<file path="config.mk">
export PLATFORM = sky130hd
export DESIGN_NAME = aad_datapath
export DESIGN_NICKNAME = d
export VERILOG_FILES = /design/src/pkg/aad_pkg.sv /design/src/core/aad_adder.sv /design/src/core/aad_decode.sv /design/src/core/aad_datapath.sv
export SDC_FILE = /design/constraint.sdc
export NUM_CORES = 1
export LEC_CHECK = 0
export ABC_AREA = 0
export BUFFER_PORTS_ARGS = -buffer_cell sky130_fd_sc_hd__buf_2
export CORE_MARGIN = 10
export CORE_UTILIZATION = 35
export CTS_CLUSTER_DIAMETER = 50
export DETAILED_ROUTE_END_ITERATION = 8
export SLEW_MARGIN = 20
export SYNTH_ARGS = -nofsm -noshare
export SYNTH_HDL_FRONTEND = slang
export SYNTH_SLANG_ARGS = --single-unit
</file>
<file path="constraint.sdc">
create_clock -name clk -period 6.4 [get_ports clk]
set_clock_uncertainty 0.1 [all_clocks]
set_input_delay 1.28 -clock clk [delete_from_list [all_inputs] [get_ports clk]]
set_output_delay 1.28 -clock clk [all_outputs]
set_load 0.1 [all_outputs]
</file>
<file path="src/pkg/aad_pkg.sv">
package aad_pkg;

  // ---------------------------------------------------------------
  // Widths
  // ---------------------------------------------------------------
  localparam int BYTE_W = 8;
  localparam int WORD_W = 16;
  localparam int ADDR_W = 4;
  localparam int NIB_W  = 4;

  // ---------------------------------------------------------------
  // Flag byte layout
  // ---------------------------------------------------------------
  localparam int FLAG_S  = 7;
  localparam int FLAG_Z  = 6;
  localparam int FLAG_H  = 4;
  localparam int FLAG_PV = 2;
  localparam int FLAG_N  = 1;
  localparam int FLAG_C  = 0;

  // ---------------------------------------------------------------
  // Byte register slots, indexed by the register select code
  // ---------------------------------------------------------------
  localparam logic [2:0] SLOT_B   = 3'h0;
  localparam logic [2:0] SLOT_C   = 3'h1;
  localparam logic [2:0] SLOT_D   = 3'h2;
  localparam logic [2:0] SLOT_E   = 3'h3;
  localparam logic [2:0] SLOT_PH  = 3'h4;
  localparam logic [2:0] SLOT_PL  = 3'h5;
  localparam logic [2:0] SLOT_F   = 3'h6;
  localparam logic [2:0] SLOT_ACC = 3'h7;
  localparam logic [2:0] RSEL_MEM = 3'h6;

  // ---------------------------------------------------------------
  // Pair select codes
  // ---------------------------------------------------------------
  localparam logic [1:0] PAIR_FIRST  = 2'h0;
  localparam logic [1:0] PAIR_SECOND = 2'h1;
  localparam logic [1:0] PAIR_SELF   = 2'h2;
  localparam logic [1:0] PAIR_STACK  = 2'h3;

  // ---------------------------------------------------------------
  // Opcodes
  // ---------------------------------------------------------------
  localparam logic [7:0] OPC_PFX_IDX1 = 8'hDD;
  localparam logic [7:0] OPC_PFX_IDX2 = 8'hFD;
  localparam logic [7:0] OPC_PFX_EXT  = 8'hED;
  localparam logic [7:0] OPC_ADD_IMM  = 8'hC6;
  localparam logic [7:0] OPC_ADC_IMM  = 8'hCE;
  localparam logic [3:0] OPC_ALU8_HI  = 4'h8;
  localparam logic [1:0] OPC_ADD16_HI = 2'h0;
  localparam logic [1:0] OPC_ADC16_HI = 2'h1;
  localparam logic [3:0] OPC_ADD16_LO = 4'h9;
  localparam logic [3:0] OPC_ADC16_LO = 4'hA;

  // ---------------------------------------------------------------
  // Instruction lengths
  // ---------------------------------------------------------------
  localparam logic [1:0] LEN_ONE   = 2'h1;
  localparam logic [1:0] LEN_TWO   = 2'h2;
  localparam logic [1:0] LEN_THREE = 2'h3;

  // ---------------------------------------------------------------
  // Register port map
  // ---------------------------------------------------------------
  localparam logic [3:0] ADR_IDX1_HI = 4'h8;
  localparam logic [3:0] ADR_IDX1_LO = 4'h9;
  localparam logic [3:0] ADR_IDX2_HI = 4'hA;
  localparam logic [3:0] ADR_IDX2_LO = 4'hB;
  localparam logic [3:0] ADR_SP_HI   = 4'hC;
  localparam logic [3:0] ADR_SP_LO   = 4'hD;
  localparam logic [3:0] ADR_STATUS  = 4'hE;
  localparam int STAT_BUSY = 0;
  localparam int STAT_BAD  = 1;
  localparam int STAT_LEN  = 4;

  localparam logic [7:0]  BYTE_RST = 8'h00;
  localparam logic [15:0] WORD_RST = 16'h0000;

  typedef enum logic [2:0] {
    S_OP, S_PFX, S_IMM, S_DISP, S_MEM, S_EXEC
  } aad_state_t;
  typedef enum logic [1:0] {K_ADD8, K_ADC8, K_ADD16, K_ADC16} aad_kind_t;
  typedef enum logic [1:0] {D_PTR, D_IDX1, D_IDX2} aad_dst_t;

endpackage : aad_pkg

</file>
<file path="src/core/aad_adder.sv">
`timescale 1ns/100ps
module aad_adder
  import aad_pkg::*;
#(
  parameter int W = BYTE_W
) (
  input  wire logic         clk,
  input  wire logic         reset,
  input  wire logic [W-1:0] a,
  input  wire logic [W-1:0] b,
  input  wire logic         cin,
  output logic      [W-1:0] sum,
  output logic              half,
  output logic              carry,
  output logic              ovf
);

  localparam int HALF_BIT = W - NIB_W;
  logic [W:0] full;

  assign full  = {1'b0, a} + {1'b0, b} + {{W{1'b0}}, cin};
  assign sum   = full[W-1:0];
  assign carry = full[W];
  // Carry into the top nibble is the carry out of the nibble below it.
  assign half  = a[HALF_BIT] ^ b[HALF_BIT] ^ full[HALF_BIT];
  assign ovf   = (a[W-1] == b[W-1]) && (full[W-1] != a[W-1]); // [RULE_14]
endmodule : aad_adder

</file>
<file path="src/core/aad_decode.sv">
`timescale 1ns/100ps
module aad_decode
  import aad_pkg::*;
(
  input  wire logic [7:0] op,
  output logic            alu8,
  output logic            use_cy,
  output logic [2:0]      rsel,
  output logic            imm8,
  output logic            add16,
  output logic            adc16,
  output logic [1:0]      pair,
  output logic            pfx_idx1,
  output logic            pfx_idx2,
  output logic            pfx_ext
);

  // Bit 3 separates the carry-using add from the plain add.
  assign alu8     = op[7:4] == OPC_ALU8_HI; // [RULE_06]
  assign use_cy   = op[3]; // [RULE_06]
  assign rsel     = op[2:0]; // [RULE_05]
  assign imm8     = (op == OPC_ADD_IMM) || (op == OPC_ADC_IMM);
  assign add16    = (op[7:6] == OPC_ADD16_HI) && (op[3:0] == OPC_ADD16_LO);
  assign adc16    = (op[7:6] == OPC_ADC16_HI) && (op[3:0] == OPC_ADC16_LO);
  assign pair     = op[5:4]; // [RULE_09]
  assign pfx_idx1 = op == OPC_PFX_IDX1;
  assign pfx_idx2 = op == OPC_PFX_IDX2;
  assign pfx_ext  = op == OPC_PFX_EXT;

endmodule : aad_decode

</file>
<file path="src/core/aad_datapath.sv">
// How it works
// (RULE_01) Add with carry adds the byte operand and carry to the accumulator.
// (RULE_02) Plain add adds the byte operand to the accumulator, no carry in.
// (RULE_03) Indexed forms read memory at index plus displacement, 3 bytes.
// (RULE_04) Register and pointer-memory forms take 1 byte, immediate takes 2.
// (RULE_05) Select codes 000-101 name six byte registers, 111 the acc.
// (RULE_06) Opcode 10001rrr is add with carry, 10000rrr is plain add.
// (RULE_07) Byte adds set S, Z, H from bit 3, V, clear N, C from bit 7.
// (RULE_08) Prefixed 16-bit add with carry adds pair and carry to the pointer.
// (RULE_09) Pair code 00, 01, 10, 11 picks first, second, self, stack pointer.
// (RULE_10) Word add with carry sets S, Z, H from bit 11, V, N clear, C.
// (RULE_11) One-byte pointer add keeps S, Z, V, sets H, clears N.
// (RULE_12) Two-byte index add sums the pair into the index register.
// (RULE_13) Index add keeps S, Z, V, clears N, H from 11 and C from 15.
// (RULE_14) Overflow is same-sign addends giving an opposite-sign result.
// (RULE_15) Plain pointer add takes carry from the top of the 16-bit sum.
//
// Added by the designer: the register addresses and the address-and-strobe port.
`timescale 1ns/100ps
module aad_datapath
  import aad_pkg::*;
(
  input  wire logic              clk,
  input  wire logic              reset,
  input  wire logic              ins_valid,
  input  wire logic [7:0]        ins_byte,
  output logic                   ins_ready,
  output logic                   mem_req,
  output logic [WORD_W-1:0]      mem_addr,
  input  wire logic              mem_ack,
  input  wire logic [7:0]        mem_rdata,
  output logic                   done,
  output logic [1:0]             done_len,
  input  wire logic [ADDR_W-1:0] bus_addr,
  input  wire logic [7:0]        bus_wdata,
  input  wire logic              bus_wr,
  input  wire logic              bus_rd,
  output logic [7:0]             bus_rdata
);

  // ---------------------------------------------------------------
  // State
  // ---------------------------------------------------------------
  aad_state_t        state_r, state_nxt;
  aad_kind_t         kind_r, kind_nxt;
  aad_dst_t          dst_r, dst_nxt;
  logic              ext_r, ext_nxt;
  logic [1:0]        pair_r, pair_nxt;
  logic [7:0]        opnd_r, opnd_nxt;
  logic [1:0]        len_r, len_nxt;
  logic              mreq_r, mreq_nxt;
  logic [WORD_W-1:0] maddr_r, maddr_nxt;
  logic              rdy_r, rdy_nxt;
  logic              bad_r, bad_nxt;
  logic [7:0]        gpr_r [8];
  logic [7:0]        gpr_nxt [8];
  logic [WORD_W-1:0] idx1_r, idx1_nxt;
  logic [WORD_W-1:0] idx2_r, idx2_nxt;
  logic [WORD_W-1:0] sp_r, sp_nxt;
  logic              done_r, done_nxt;
  logic [1:0]        dlen_r, dlen_nxt;
  logic [7:0]        rdata_r, rdata_nxt;

  logic              take;
  logic              dc_alu8, dc_cy, dc_imm, dc_add16, dc_adc16;
  logic              dc_pidx1, dc_pidx2, dc_pext;
  logic [2:0]        dc_rsel;
  logic [1:0]        dc_pair;
  logic [WORD_W-1:0] ptr_pair, first_pair, second_pair;
  logic [WORD_W-1:0] dst_val, pair_val, idx_val, disp_addr;
  logic [7:0]        s8;
  logic              h8, c8, v8;
  logic [WORD_W-1:0] s16;
  logic              h16, c16, v16;
  logic              cy_in, is8, cy8_en, cy16_en;

  assign take        = ins_valid && rdy_r;
  assign ptr_pair    = {gpr_r[SLOT_PH], gpr_r[SLOT_PL]};
  assign first_pair  = {gpr_r[SLOT_B], gpr_r[SLOT_C]};
  assign second_pair = {gpr_r[SLOT_D], gpr_r[SLOT_E]};
  assign cy_in       = gpr_r[SLOT_F][FLAG_C];
  assign is8         = (kind_r == K_ADD8) || (kind_r == K_ADC8);
  assign cy8_en      = (kind_r == K_ADC8) && cy_in; // [RULE_01] [RULE_02]
  assign cy16_en     = (kind_r == K_ADC16) && cy_in; // [RULE_08]
  assign idx_val     = (dst_r == D_IDX2) ? idx2_r : idx1_r;
  assign disp_addr   = idx_val + {{BYTE_W{ins_byte[7]}}, ins_byte}; // [RULE_03]

  // ---------------------------------------------------------------
  // Operand selection
  // ---------------------------------------------------------------
  always_comb begin
    unique case (dst_r)
      D_IDX1:  dst_val = idx1_r;
      D_IDX2:  dst_val = idx2_r;
      default: dst_val = ptr_pair;
    endcase
    unique case (pair_r) // [RULE_09] [RULE_12]
      PAIR_FIRST:  pair_val = first_pair;
      PAIR_SECOND: pair_val = second_pair;
      PAIR_SELF:   pair_val = dst_val;
      default:     pair_val = sp_r;
    endcase
  end

  aad_decode u_dec (
    .op       (ins_byte),
    .alu8     (dc_alu8),
    .use_cy   (dc_cy),
    .rsel     (dc_rsel),
    .imm8     (dc_imm),
    .add16    (dc_add16),
    .adc16    (dc_adc16),
    .pair     (dc_pair),
    .pfx_idx1 (dc_pidx1),
    .pfx_idx2 (dc_pidx2),
    .pfx_ext  (dc_pext)
  );

  aad_adder #(.W(BYTE_W)) u_add8 (
    .clk   (clk),
    .reset (reset),
    .a     (gpr_r[SLOT_ACC]),
    .b     (opnd_r),
    .cin   (cy8_en),
    .sum   (s8),
    .half  (h8),
    .carry (c8),
    .ovf   (v8)
  );

  aad_adder #(.W(WORD_W)) u_add16 (
    .clk   (clk),
    .reset (reset),
    .a     (dst_val),
    .b     (pair_val),
    .cin   (cy16_en),
    .sum   (s16),
    .half  (h16),
    .carry (c16),
    .ovf   (v16)
  );

  // ---------------------------------------------------------------
  // Instruction sequencer
  // ---------------------------------------------------------------
  always_comb begin
    state_nxt = state_r;
    kind_nxt  = kind_r;
    dst_nxt   = dst_r;
    ext_nxt   = ext_r;
    pair_nxt  = pair_r;
    opnd_nxt  = opnd_r;
    len_nxt   = len_r;
    mreq_nxt  = mreq_r;
    maddr_nxt = maddr_r;
    bad_nxt   = bad_r;
    if (bus_wr && bus_addr == ADR_STATUS) begin
      bad_nxt = 1'b0;
    end
    unique case (state_r)
      S_OP: if (take) begin
        len_nxt  = LEN_ONE; // [RULE_04]
        dst_nxt  = D_PTR;
        pair_nxt = dc_pair;
        kind_nxt = dc_cy ? K_ADC8 : K_ADD8; // [RULE_06]
        if (dc_alu8 && dc_rsel == RSEL_MEM) begin
          mreq_nxt  = 1'b1;
          maddr_nxt = ptr_pair;
          state_nxt = S_MEM;
        end else if (dc_alu8) begin
          opnd_nxt  = gpr_r[dc_rsel]; // [RULE_05]
          state_nxt = S_EXEC;
        end else if (dc_imm) begin
          len_nxt   = LEN_TWO; // [RULE_04]
          state_nxt = S_IMM;
        end else if (dc_add16) begin
          kind_nxt  = K_ADD16; // [RULE_11]
          state_nxt = S_EXEC;
        end else if (dc_pidx1 || dc_pidx2 || dc_pext) begin
          dst_nxt   = dc_pidx2 ? D_IDX2 : (dc_pidx1 ? D_IDX1 : D_PTR);
          ext_nxt   = dc_pext;
          state_nxt = S_PFX;
        end else begin
          bad_nxt = 1'b1;
        end
      end
      S_PFX: if (take) begin
        len_nxt   = LEN_TWO;
        pair_nxt  = dc_pair;
        kind_nxt  = dc_cy ? K_ADC8 : K_ADD8;
        state_nxt = S_EXEC;
        if (ext_r && dc_adc16) begin
          kind_nxt = K_ADC16; // [RULE_08]
        end else if (!ext_r && dc_alu8 && dc_rsel == RSEL_MEM) begin
          len_nxt   = LEN_THREE; // [RULE_03]
          state_nxt = S_DISP;
        end else if (!ext_r && dc_add16) begin
          kind_nxt = K_ADD16; // [RULE_12]
        end else begin
          bad_nxt   = 1'b1;
          state_nxt = S_OP;
        end
      end
      S_IMM: if (take) begin
        opnd_nxt  = ins_byte; // [RULE_04]
        state_nxt = S_EXEC;
      end
      S_DISP: if (take) begin
        mreq_nxt  = 1'b1;
        maddr_nxt = disp_addr; // [RULE_03]
        state_nxt = S_MEM;
      end
      S_MEM: if (mem_ack) begin
        opnd_nxt  = mem_rdata;
        mreq_nxt  = 1'b0;
        state_nxt = S_EXEC;
      end
      S_EXEC: state_nxt = S_OP;
    endcase
    rdy_nxt = (state_nxt == S_OP) || (state_nxt == S_PFX) ||
              (state_nxt == S_IMM) || (state_nxt == S_DISP);
  end

  always_ff @(posedge clk or posedge reset) begin
    if (reset) begin
      state_r <= S_OP;
      kind_r  <= K_ADD8;
      dst_r   <= D_PTR;
      ext_r   <= 1'b0;
      pair_r  <= PAIR_FIRST;
      opnd_r  <= BYTE_RST;
      len_r   <= LEN_ONE;
      mreq_r  <= 1'b0;
      maddr_r <= WORD_RST;
      rdy_r   <= 1'b1;
      bad_r   <= 1'b0;
    end else begin
      state_r <= state_nxt;
      kind_r  <= kind_nxt;
      dst_r   <= dst_nxt;
      ext_r   <= ext_nxt;
      pair_r  <= pair_nxt;
      opnd_r  <= opnd_nxt;
      len_r   <= len_nxt;
      mreq_r  <= mreq_nxt;
      maddr_r <= maddr_nxt;
      rdy_r   <= rdy_nxt;
      bad_r   <= bad_nxt;
    end
  end

  // ---------------------------------------------------------------
  // Register file, write-back and register port
  // ---------------------------------------------------------------
  always_comb begin
    logic [7:0] f;
    f         = gpr_r[SLOT_F];
    gpr_nxt   = gpr_r;
    idx1_nxt  = idx1_r;
    idx2_nxt  = idx2_r;
    sp_nxt    = sp_r;
    done_nxt  = 1'b0;
    dlen_nxt  = dlen_r;
    rdata_nxt = BYTE_RST;
    // The lower half of the map holds the byte slots by select code.
    if (bus_wr && !bus_addr[ADDR_W-1]) begin
      gpr_nxt[bus_addr[2:0]] = bus_wdata;
    end
    if (bus_wr) begin
      unique case (bus_addr)
        ADR_IDX1_HI: idx1_nxt[15:8] = bus_wdata;
        ADR_IDX1_LO: idx1_nxt[7:0]  = bus_wdata;
        ADR_IDX2_HI: idx2_nxt[15:8] = bus_wdata;
        ADR_IDX2_LO: idx2_nxt[7:0]  = bus_wdata;
        ADR_SP_HI:   sp_nxt[15:8]   = bus_wdata;
        ADR_SP_LO:   sp_nxt[7:0]    = bus_wdata;
        default:     ;
      endcase
    end
    if (bus_rd) begin
      unique case (bus_addr)
        ADR_IDX1_HI: rdata_nxt = idx1_r[15:8];
        ADR_IDX1_LO: rdata_nxt = idx1_r[7:0];
        ADR_IDX2_HI: rdata_nxt = idx2_r[15:8];
        ADR_IDX2_LO: rdata_nxt = idx2_r[7:0];
        ADR_SP_HI:   rdata_nxt = sp_r[15:8];
        ADR_SP_LO:   rdata_nxt = sp_r[7:0];
        ADR_STATUS: begin
          rdata_nxt[STAT_BUSY] = state_r != S_OP;
          rdata_nxt[STAT_BAD]  = bad_r;
          rdata_nxt[STAT_LEN+1:STAT_LEN] = dlen_r;
        end
        default:     rdata_nxt = bus_addr[ADDR_W-1] ? BYTE_RST
                                 : gpr_r[bus_addr[2:0]];
      endcase
    end
    // Write-back overrides a register port write in the same cycle.
    if (state_r == S_EXEC) begin
      done_nxt   = 1'b1;
      dlen_nxt   = len_r;
      f[FLAG_N]  = 1'b0; // [RULE_07] [RULE_10] [RULE_11] [RULE_13]
      if (is8) begin
        gpr_nxt[SLOT_ACC] = s8; // [RULE_01] [RULE_02]
        f[FLAG_S]  = s8[7]; // [RULE_07]
        f[FLAG_Z]  = s8 == BYTE_RST;
        f[FLAG_H]  = h8;
        f[FLAG_PV] = v8; // [RULE_14]
        f[FLAG_C]  = c8;
      end else begin
        f[FLAG_H] = h16; // [RULE_10] [RULE_11] [RULE_13]
        f[FLAG_C] = c16; // [RULE_15] [RULE_13]
        if (kind_r == K_ADC16) begin
          f[FLAG_S]  = s16[15]; // [RULE_10]
          f[FLAG_Z]  = s16 == WORD_RST;
          f[FLAG_PV] = v16;
        end
        unique case (dst_r)
          D_IDX1:  idx1_nxt = s16; // [RULE_12]
          D_IDX2:  idx2_nxt = s16;
          default: begin
            gpr_nxt[SLOT_PH] = s16[15:8]; // [RULE_08] [RULE_11]
            gpr_nxt[SLOT_PL] = s16[7:0];
          end
        endcase
      end
      gpr_nxt[SLOT_F] = f;
    end
  end

  always_ff @(posedge clk or posedge reset) begin
    if (reset) begin
      gpr_r   <= '{default: BYTE_RST};
      idx1_r  <= WORD_RST;
      idx2_r  <= WORD_RST;
      sp_r    <= WORD_RST;
      done_r  <= 1'b0;
      dlen_r  <= LEN_ONE;
      rdata_r <= BYTE_RST;
    end else begin
      gpr_r   <= gpr_nxt;
      idx1_r  <= idx1_nxt;
      idx2_r  <= idx2_nxt;
      sp_r    <= sp_nxt;
      done_r  <= done_nxt;
      dlen_r  <= dlen_nxt;
      rdata_r <= rdata_nxt;
    end
  end

  assign ins_ready = rdy_r;
  assign mem_req   = mreq_r;
  assign mem_addr  = maddr_r;
  assign done      = done_r;
  assign done_len  = dlen_r;
  assign bus_rdata = rdata_r;

  // ---------------------------------------------------------------
  // Checks
  // ---------------------------------------------------------------
  logic ex8, ex16;
  assign ex8  = state_r == S_EXEC && is8 &&
                !(bus_wr && bus_addr == {1'b0, SLOT_ACC});
  assign ex16 = state_r == S_EXEC && !is8 && !bus_wr;
endmodule : aad_datapath

</file>
== Word level (Yosys, flattened, before mapping) ==
Index checks and enable logic that the tools add are counted.
Cells by class
  $add $sub $neg: 5
  order comparisons: 3
  equal/unequal tests: 44
  mux-type cells: 109
  bitwise logic cells: 11
  reductions and logical operators: 50
Operators by type and width (number)
  $mux W16: 14
  $mux W8: 17
  $bwmux W64: 1
  $mux W32: 2
  $pmux W16 S2: 2
  $pmux W2 S7: 4
  $bmux W8 S3: 2
  $pmux W16 S3: 1
  $mux W2: 22
  $eq A4 B4 Y1 const B: 10
  $eq A8 B8 Y1 const B: 5
  $mux W3: 13
  $demux W8 S3: 1
  $mux W1: 24
  $pmux W8 S3: 1
  $pmux W3 S6: 1
  $add A16 B16 Y17: 1
  $add A17 B1 Y17: 1
  $add A16 B16 Y16: 1
  $logic_not A16 Y1: 1
  $ne A2 B2 Y1 const B: 8
  $logic_and A1 B1 Y1: 15
  $eq A3 B2 Y1 const B: 4
  $reduce_and A2 Y1: 6
  30 further kinds: 65
Word-level totals
  bits in registers: 162
  output and inout bits: 29

== Longest topological paths before layout ==
  word-level depth: 14
  mapped depth: 18
  mapped depth without buffers: 16

== By module ==
A second synthesis with hierarchy kept.
Unflattened totals
  cell total of the unflattened synthesis: 1197
  area, all modules: 11706.2 µm²
Modules (own cells, without submodules)
  aad_datapath: instances 1, cells an instance 1036, area an instance 10392.5 µm²
  aad_adder at u_add16: instances 1, cells an instance 104, area an instance 850.8 µm²
  aad_adder at u_add8: instances 1, cells an instance 37, area an instance 324.1 µm²
  aad_decode: instances 1, cells an instance 20, area an instance 138.9 µm²

== Worst setup path before layout ==
OpenSTA, ideal clock, no wires.
  kind: reg2reg
  start point: reg dst_r[0]
  end point: reg gpr_r[14] (netlist bit)
  data arrival time: 3.842 ns
  path slack: 2.392 ns
  cell stages (with the launch flop): 18
  path buffers: 2
  path through: dfrtp_1 > ha_1 > clkbuf_1 > clkbuf_1 > a22oi_1 > o21ai_0 > mux4_2 > fa_1 > inv_1 > fa_1 > nor2b_1 > o31a_1 > o21a_1 > or3_1 > a21oi_1 > nor4b_2 > and4_1 > a41o_1
Between the ends
  word-level cells in the longest chain between the ends: 9
  elaborated cells on any way between the ends: 10
RTL lines
  from (decl): RTL line aad_datapath.sv:46  | aad_dst_t dst_r, dst_nxt;
  from (signal assigned): RTL line aad_datapath.sv:240  | dst_r <= dst_nxt;
  $eq A2 B2 Y1 / $eq A2 B1 Y1 (equally long branches): RTL line aad_datapath.sv:92  | unique case (dst_r)
  $pmux W16 S2 (*): RTL line aad_datapath.sv:92
  $pmux W16 S3: RTL line aad_datapath.sv:97  | unique case (pair_r)
  $add A16 B16 Y17 (*): RTL line aad_adder.sv:21  | assign full = {1'b0, a} + {1'b0, b} + {{W{1'b0}}, cin};
  $add A17 B1 Y17 (*): RTL line aad_adder.sv:21
  $logic_not A16 Y1 (*): RTL line aad_datapath.sv:314  | f[FLAG_Z] = s16 == WORD_RST;
  $mux W2 (*): RTL line aad_datapath.sv:312  | if (kind_r == K_ADC16) begin
  $mux W2 (*): RTL line aad_datapath.sv:302  | if (is8) begin
  $mux W32 (*): RTL line aad_datapath.sv:298  | if (state_r == S_EXEC) begin
  to (signal assigned): RTL line aad_datapath.sv:340  | gpr_r <= gpr_nxt;
  to (decl): RTL line aad_datapath.sv:55  | logic [7:0] gpr_r [8];
Every way passes the cells marked *; elsewhere a longest branch is shown, timed or not. The select of a mux whose other input is x is not followed.
A chain may end at the register's enable or synchronous reset.

==> run summary <==
The post-synthesis sequential element count came out at 162. Summed over all layers, the routed wires come to 40,600 µm. At the worst endpoint, the required time is 6.59 ns. In this run, synthesis inferred 0 flip-flops with an integrated enable. By count the netlist is led by 159 x sky130_fd_sc_hd__dfrtp_1, 110 x sky130_fd_sc_hd__nand2_1, 106 x sky130_fd_sc_hd__nor2_1. The share of async-settable or async-resettable flops after synthesis is 1.00. The number of antenna violations at the first check in global routing is 2. The horizontal die dimension came out at 202 µm.

The proportion of synthesized chip area in sequential cells is 0.352. The post-placement worst setup slack is 2.00 ns. The arrival time of data at the critical path endpoint is 4.63 ns. The setup fix buffers added after clock tree synthesis came out at 0. The share of layout cells above drive strength 1 came out at 0.225. The number of instances resized during post-cts repair is 0. The final number of max-transition violations is 0. The hold violation count in the final report came out at 0. Input and output buffers added on the ports amount to 62. The highest net fanout along the worst path is 33. The proportion of total power due to net switching is 0.520. The footprint of the multi-input gates is slightly above 0.007 mm². The total leakage power is ~0.0054 µW. The maximum number of pins on one net before global-route repair is 67. The wire length per cell after detailed routing is ~25 µm. The startpoint identified for the worst register-to-register timing path is dst_r[0]$_DFFE_PP0P_. STA classifies the critical path startpoint as a register. In this run the power density over the cells is 549 mW/mm².

In the global route stage, overall resource usage came out at 0.198. Walking the worst path, the cells encountered are inv_1, ha_1, buf_4, a22oi_1, o21ai_0, mux4_2, fa_1, inv_1, fa_1, nor2b_1, o31a_1, o21ai_2, a21boi_1, o31ai_2, xnor2_1, o21ai_0. The post-route setup TNS is 0 ns.

Following the worst setup path forward leads to its endpoint at gpr_r[30]$_DFF_PP0_. The final HPWL from detailed placement came out at about 30,000 µm. The clock period could shrink to between 4 and 5 ns. The sequential cells in the finished layout cover a total of 0.00406 mm². For this run, the top clock speed supported by timing is 0.225 GHz. The proportion of power drawn by flip-flops and latches came out at 0.271. The net switching power figure came out at around 3600 µW. At the pin with the least slew margin, the transition time is 1.12 ns. Tracing the worst setup path back leads to its startpoint at dst_r[0]$_DFFE_PP0P_. The root buffer cell chosen for the clock tree is sky130_fd_sc_hd__clkbuf_16. The DRC violations left is 0. Across all register-to-register paths, the minimum setup slack is between 1.5 and 2 ns. Of the post-synthesis cell area, the dominant cell type holds 0.345. The total iterations of the first detailed-routing run is 6. From bottom edge to top edge, the die measures 202 µm. The initial utilization of the core area, before any placement, comes to 0.355. The total instance count after detailed placement came out at about 1,600.

The floorplan step defined a die boundary enclosing about 0.041 mm². The clock drives 162 sinks. After filler insertion, the fill cell instance count of the layout stands at 3,259. The filler-free cell count of the finished design came out at approximately 1,600. Setup violations remaining at the end of the flow were counted as 0. Setup repair after global routing left no endpoint under its margin.

Summed over all layers, the global routing overflow is 0. At the later pin of the worst-skew pair, clock insertion delay measures about 0.45 ns. The first global-routing pass estimated 61,200 µm of wire.

The longest individual stage delay on the worst path came out at 0.55 ns. In this run the cell area of the synthesized design comes to 0.0115 mm². Counting both buffers and inverters, the worst setup path holds a total of 3.

The number of warning messages in the yosys log came out at 0. The cell depth of the worst setup path came out at 16. The clock-pin transition on the worst setup and hold timing paths came out at approximately 0.070 ns. The number of vias per cell after detailed routing is 5.99. The area overhead of the layout relative to synthesis came out at 10.7%. The average footprint of a synthesized cell came out at 9.90 µm². Counting along the longest clock path gives a buffer depth of 2. The combinational share of power came out at 0.588. The worst slack on hold paths is 0.374 ns. The floorplan step defined a core boundary enclosing roughly 0.033 mm². Detailed routing inserted a total of 9,834 vias. The terminus of the critical flop-to-flop path is gpr_r[30]$_DFF_PP0_.

For this design the top-level I/O count stands at 63. The element type at the critical path end is a register. After synthesis, the cell types taking the most area are sky130_fd_sc_hd__dfrtp_1 34%, sky130_fd_sc_hd__mux4_2 9.4%, sky130_fd_sc_hd__mux2_2 9.0%.

The synthesized instance count came out at 1,165. The routability congestion estimate came out at 1.00. In this run the worst hold path is classified as reg2reg. The path depth of the worst reg2reg path came out at 16. The number of H-tree branching levels came out at 4. The count of antenna-violating nets left after detailed routing is 0. Hold repair after CTS inserted 0 buffers. Counting the buffers created by CTS gives 17. The internal power of the cells totals 3370 µW. The row count came out at 66. The largest individual stage delay along the critical path comes from the cell sky130_fd_sc_hd__xnor2_1. The number of maximum-capacitance constraint violations is 0.

The leading register cell type out of synthesis is sky130_fd_sc_hd__dfrtp_1. The via count of the first global-routing pass came out at 9,512. Yosys mapped the design onto 79 distinct sky130hd cell types. The post-detailed-placement cell area is roughly 0.012 mm². The final-stage net count came out at 1,267.

The critical path is of the reg2reg type. For this block, the initial DRC count from the detailed router was 945. The flow ran to the end, and the final reports show no timing, DRC or antenna violations.

The worst max-slew margin expressed relative to the limit came out at 0.249. TritonCTS built the clock tree. The cell family contributing the most delay on the critical path is compound AO/OA/AOI/OAI gates. The final worst setup slack came out at 1.96 ns. The peak supply drop came out at 0.242 mV.

sky130_fd_sc_hd__dfrtp_1 is the most common cell in the netlist. The period utilization is 0.694. The post-route cell area is 0.0128 mm². The clock share of power came out at 0.141. The leading area contributor after synthesis is sky130_fd_sc_hd__dfrtp_1. The synthesized netlist net count is 1,245.
logic make-up (layout without fill, tap and decap cells):
kind of cell / after synthesis / after routing / synth area share
compound gates: 319 / 319 / 0.180
xor+xnor: 30 / 30 / 0.0228
fa+ha+maj: 46 / 46 / 0.0531
buf+inv: 96 / 131 / 0.0332
flops: 162 / 162 / 0.352
mux: 196 / 196 / 0.232
other cells: 0 / 1 / 0
simple gates: 316 / 316 / 0.128
state kept, by name (all words and copies together) (netlist names), 3 cells and up:
name,flops
bus_rdata,8
first_pair,16
gpr_r,47
idx1_r,16
idx2_r,16
mem_addr,16
opnd_r,8
sp_r,16
state_r,3
per-layer routing:
| layer | vias up | routed length [µm] | GRT usage |
|---|---|---|---|
| li1 | 4409 | - | - |
| met1 | 4904 | 16700 | 0.252 |
| met2 | 437 | 19100 | 0.320 |
| met3 | 82 | 3110 | 0.0421 |
| met4 | 2 | 1620 | 0.0827 |
| met5 | - | 20 | 0 |
worst min path at each step:
stage / startpoint / endpoint / slack (ns) / cells after the start
global route: len_r[0]$_DFFE_PP1P_ / done_len[0]$_DFFE_PP1P_ / 0.41 / 2
detailed placement: len_r[0]$_DFFE_PP1P_ / done_len[0]$_DFFE_PP1P_ / 0.36 / 2
global placement: len_r[0]$_DFFE_PP1P_ / done_len[0]$_DFFE_PP1P_ / 0.35 / 2
floorplan: len_r[0]$_DFFE_PP1P_ / done_len[0]$_DFFE_PP1P_ / 0.33 / 2
CTS: len_r[0]$_DFFE_PP1P_ / done_len[0]$_DFFE_PP1P_ / 0.38 / 2
finish: mem_addr[11]$_DFFE_PP0P_ / mem_addr[11]$_DFFE_PP0P_ / 0.37 / 2
worst register-to-register path, cell delays in order (launching register included):
cell	delay, ns
sky130_fd_sc_hd__dfrtp_1	0.41
sky130_fd_sc_hd__inv_1	0.08
sky130_fd_sc_hd__ha_1	0.14
sky130_fd_sc_hd__buf_4	0.36
sky130_fd_sc_hd__a22oi_1	0.15
sky130_fd_sc_hd__o21ai_0	0.37
sky130_fd_sc_hd__mux4_2	0.35
sky130_fd_sc_hd__fa_1	0.20
sky130_fd_sc_hd__inv_1	0.06
sky130_fd_sc_hd__fa_1	0.39
sky130_fd_sc_hd__nor2b_1	0.17
sky130_fd_sc_hd__o31a_1	0.23
sky130_fd_sc_hd__o21ai_2	0.10
sky130_fd_sc_hd__a21boi_1	0.30
sky130_fd_sc_hd__o31ai_2	0.13
sky130_fd_sc_hd__xnor2_1	0.55
sky130_fd_sc_hd__o21ai_0	0.21
stage by stage:
stage	power (µW)	util
after floorplan	4760	-
after global placement	5940	0.375
after detailed placement	5970	0.375
after CTS	6980	0.392
after global routing	7460	0.393
final	7020	0.393
cell type report:
class	count	area share
diodes	1	0.000196
clock buffers	18	0.0336
clock inverters	14	0.00979
inverters	25	0.00774
multi-input cells	907	0.556
flip-flops and latches	162	0.318
well taps	442	0.0433
repair buffers	74	0.0313
power by group through the flow:
| stage | combinational (µW) | clock (µW) | sequential (µW) |
|---|---|---|---|
| after floorplan | 2680 | 0 | 2080 |
| after global placement | 4050 | 0 | 1890 |
| after detailed placement | 4070 | 0 | 1900 |
| after CTS | 4100 | 1010 | 1880 |
| after global routing | 4470 | 1050 | 1930 |
| final | 4130 | 989 | 1910 |
cell usage in the layout, fill, tap and decap left out, drive strengths merged, types with 17 or more instances in the layout:
cell type,Yosys,routed
mux4,48,48
mux2i,56,56
nor2,107,107
buf,20,74
mux2,92,92
a22oi,29,29
ha,41,41
nor3,18,18
inv,24,30
dfrtp,159,159
nand2,110,110
a21oi,83,83
nand3,19,19
clkbuf,51,18
o21ai,91,91
xor2,17,17
No activity file was read; power rests on OpenSTA's default activity.
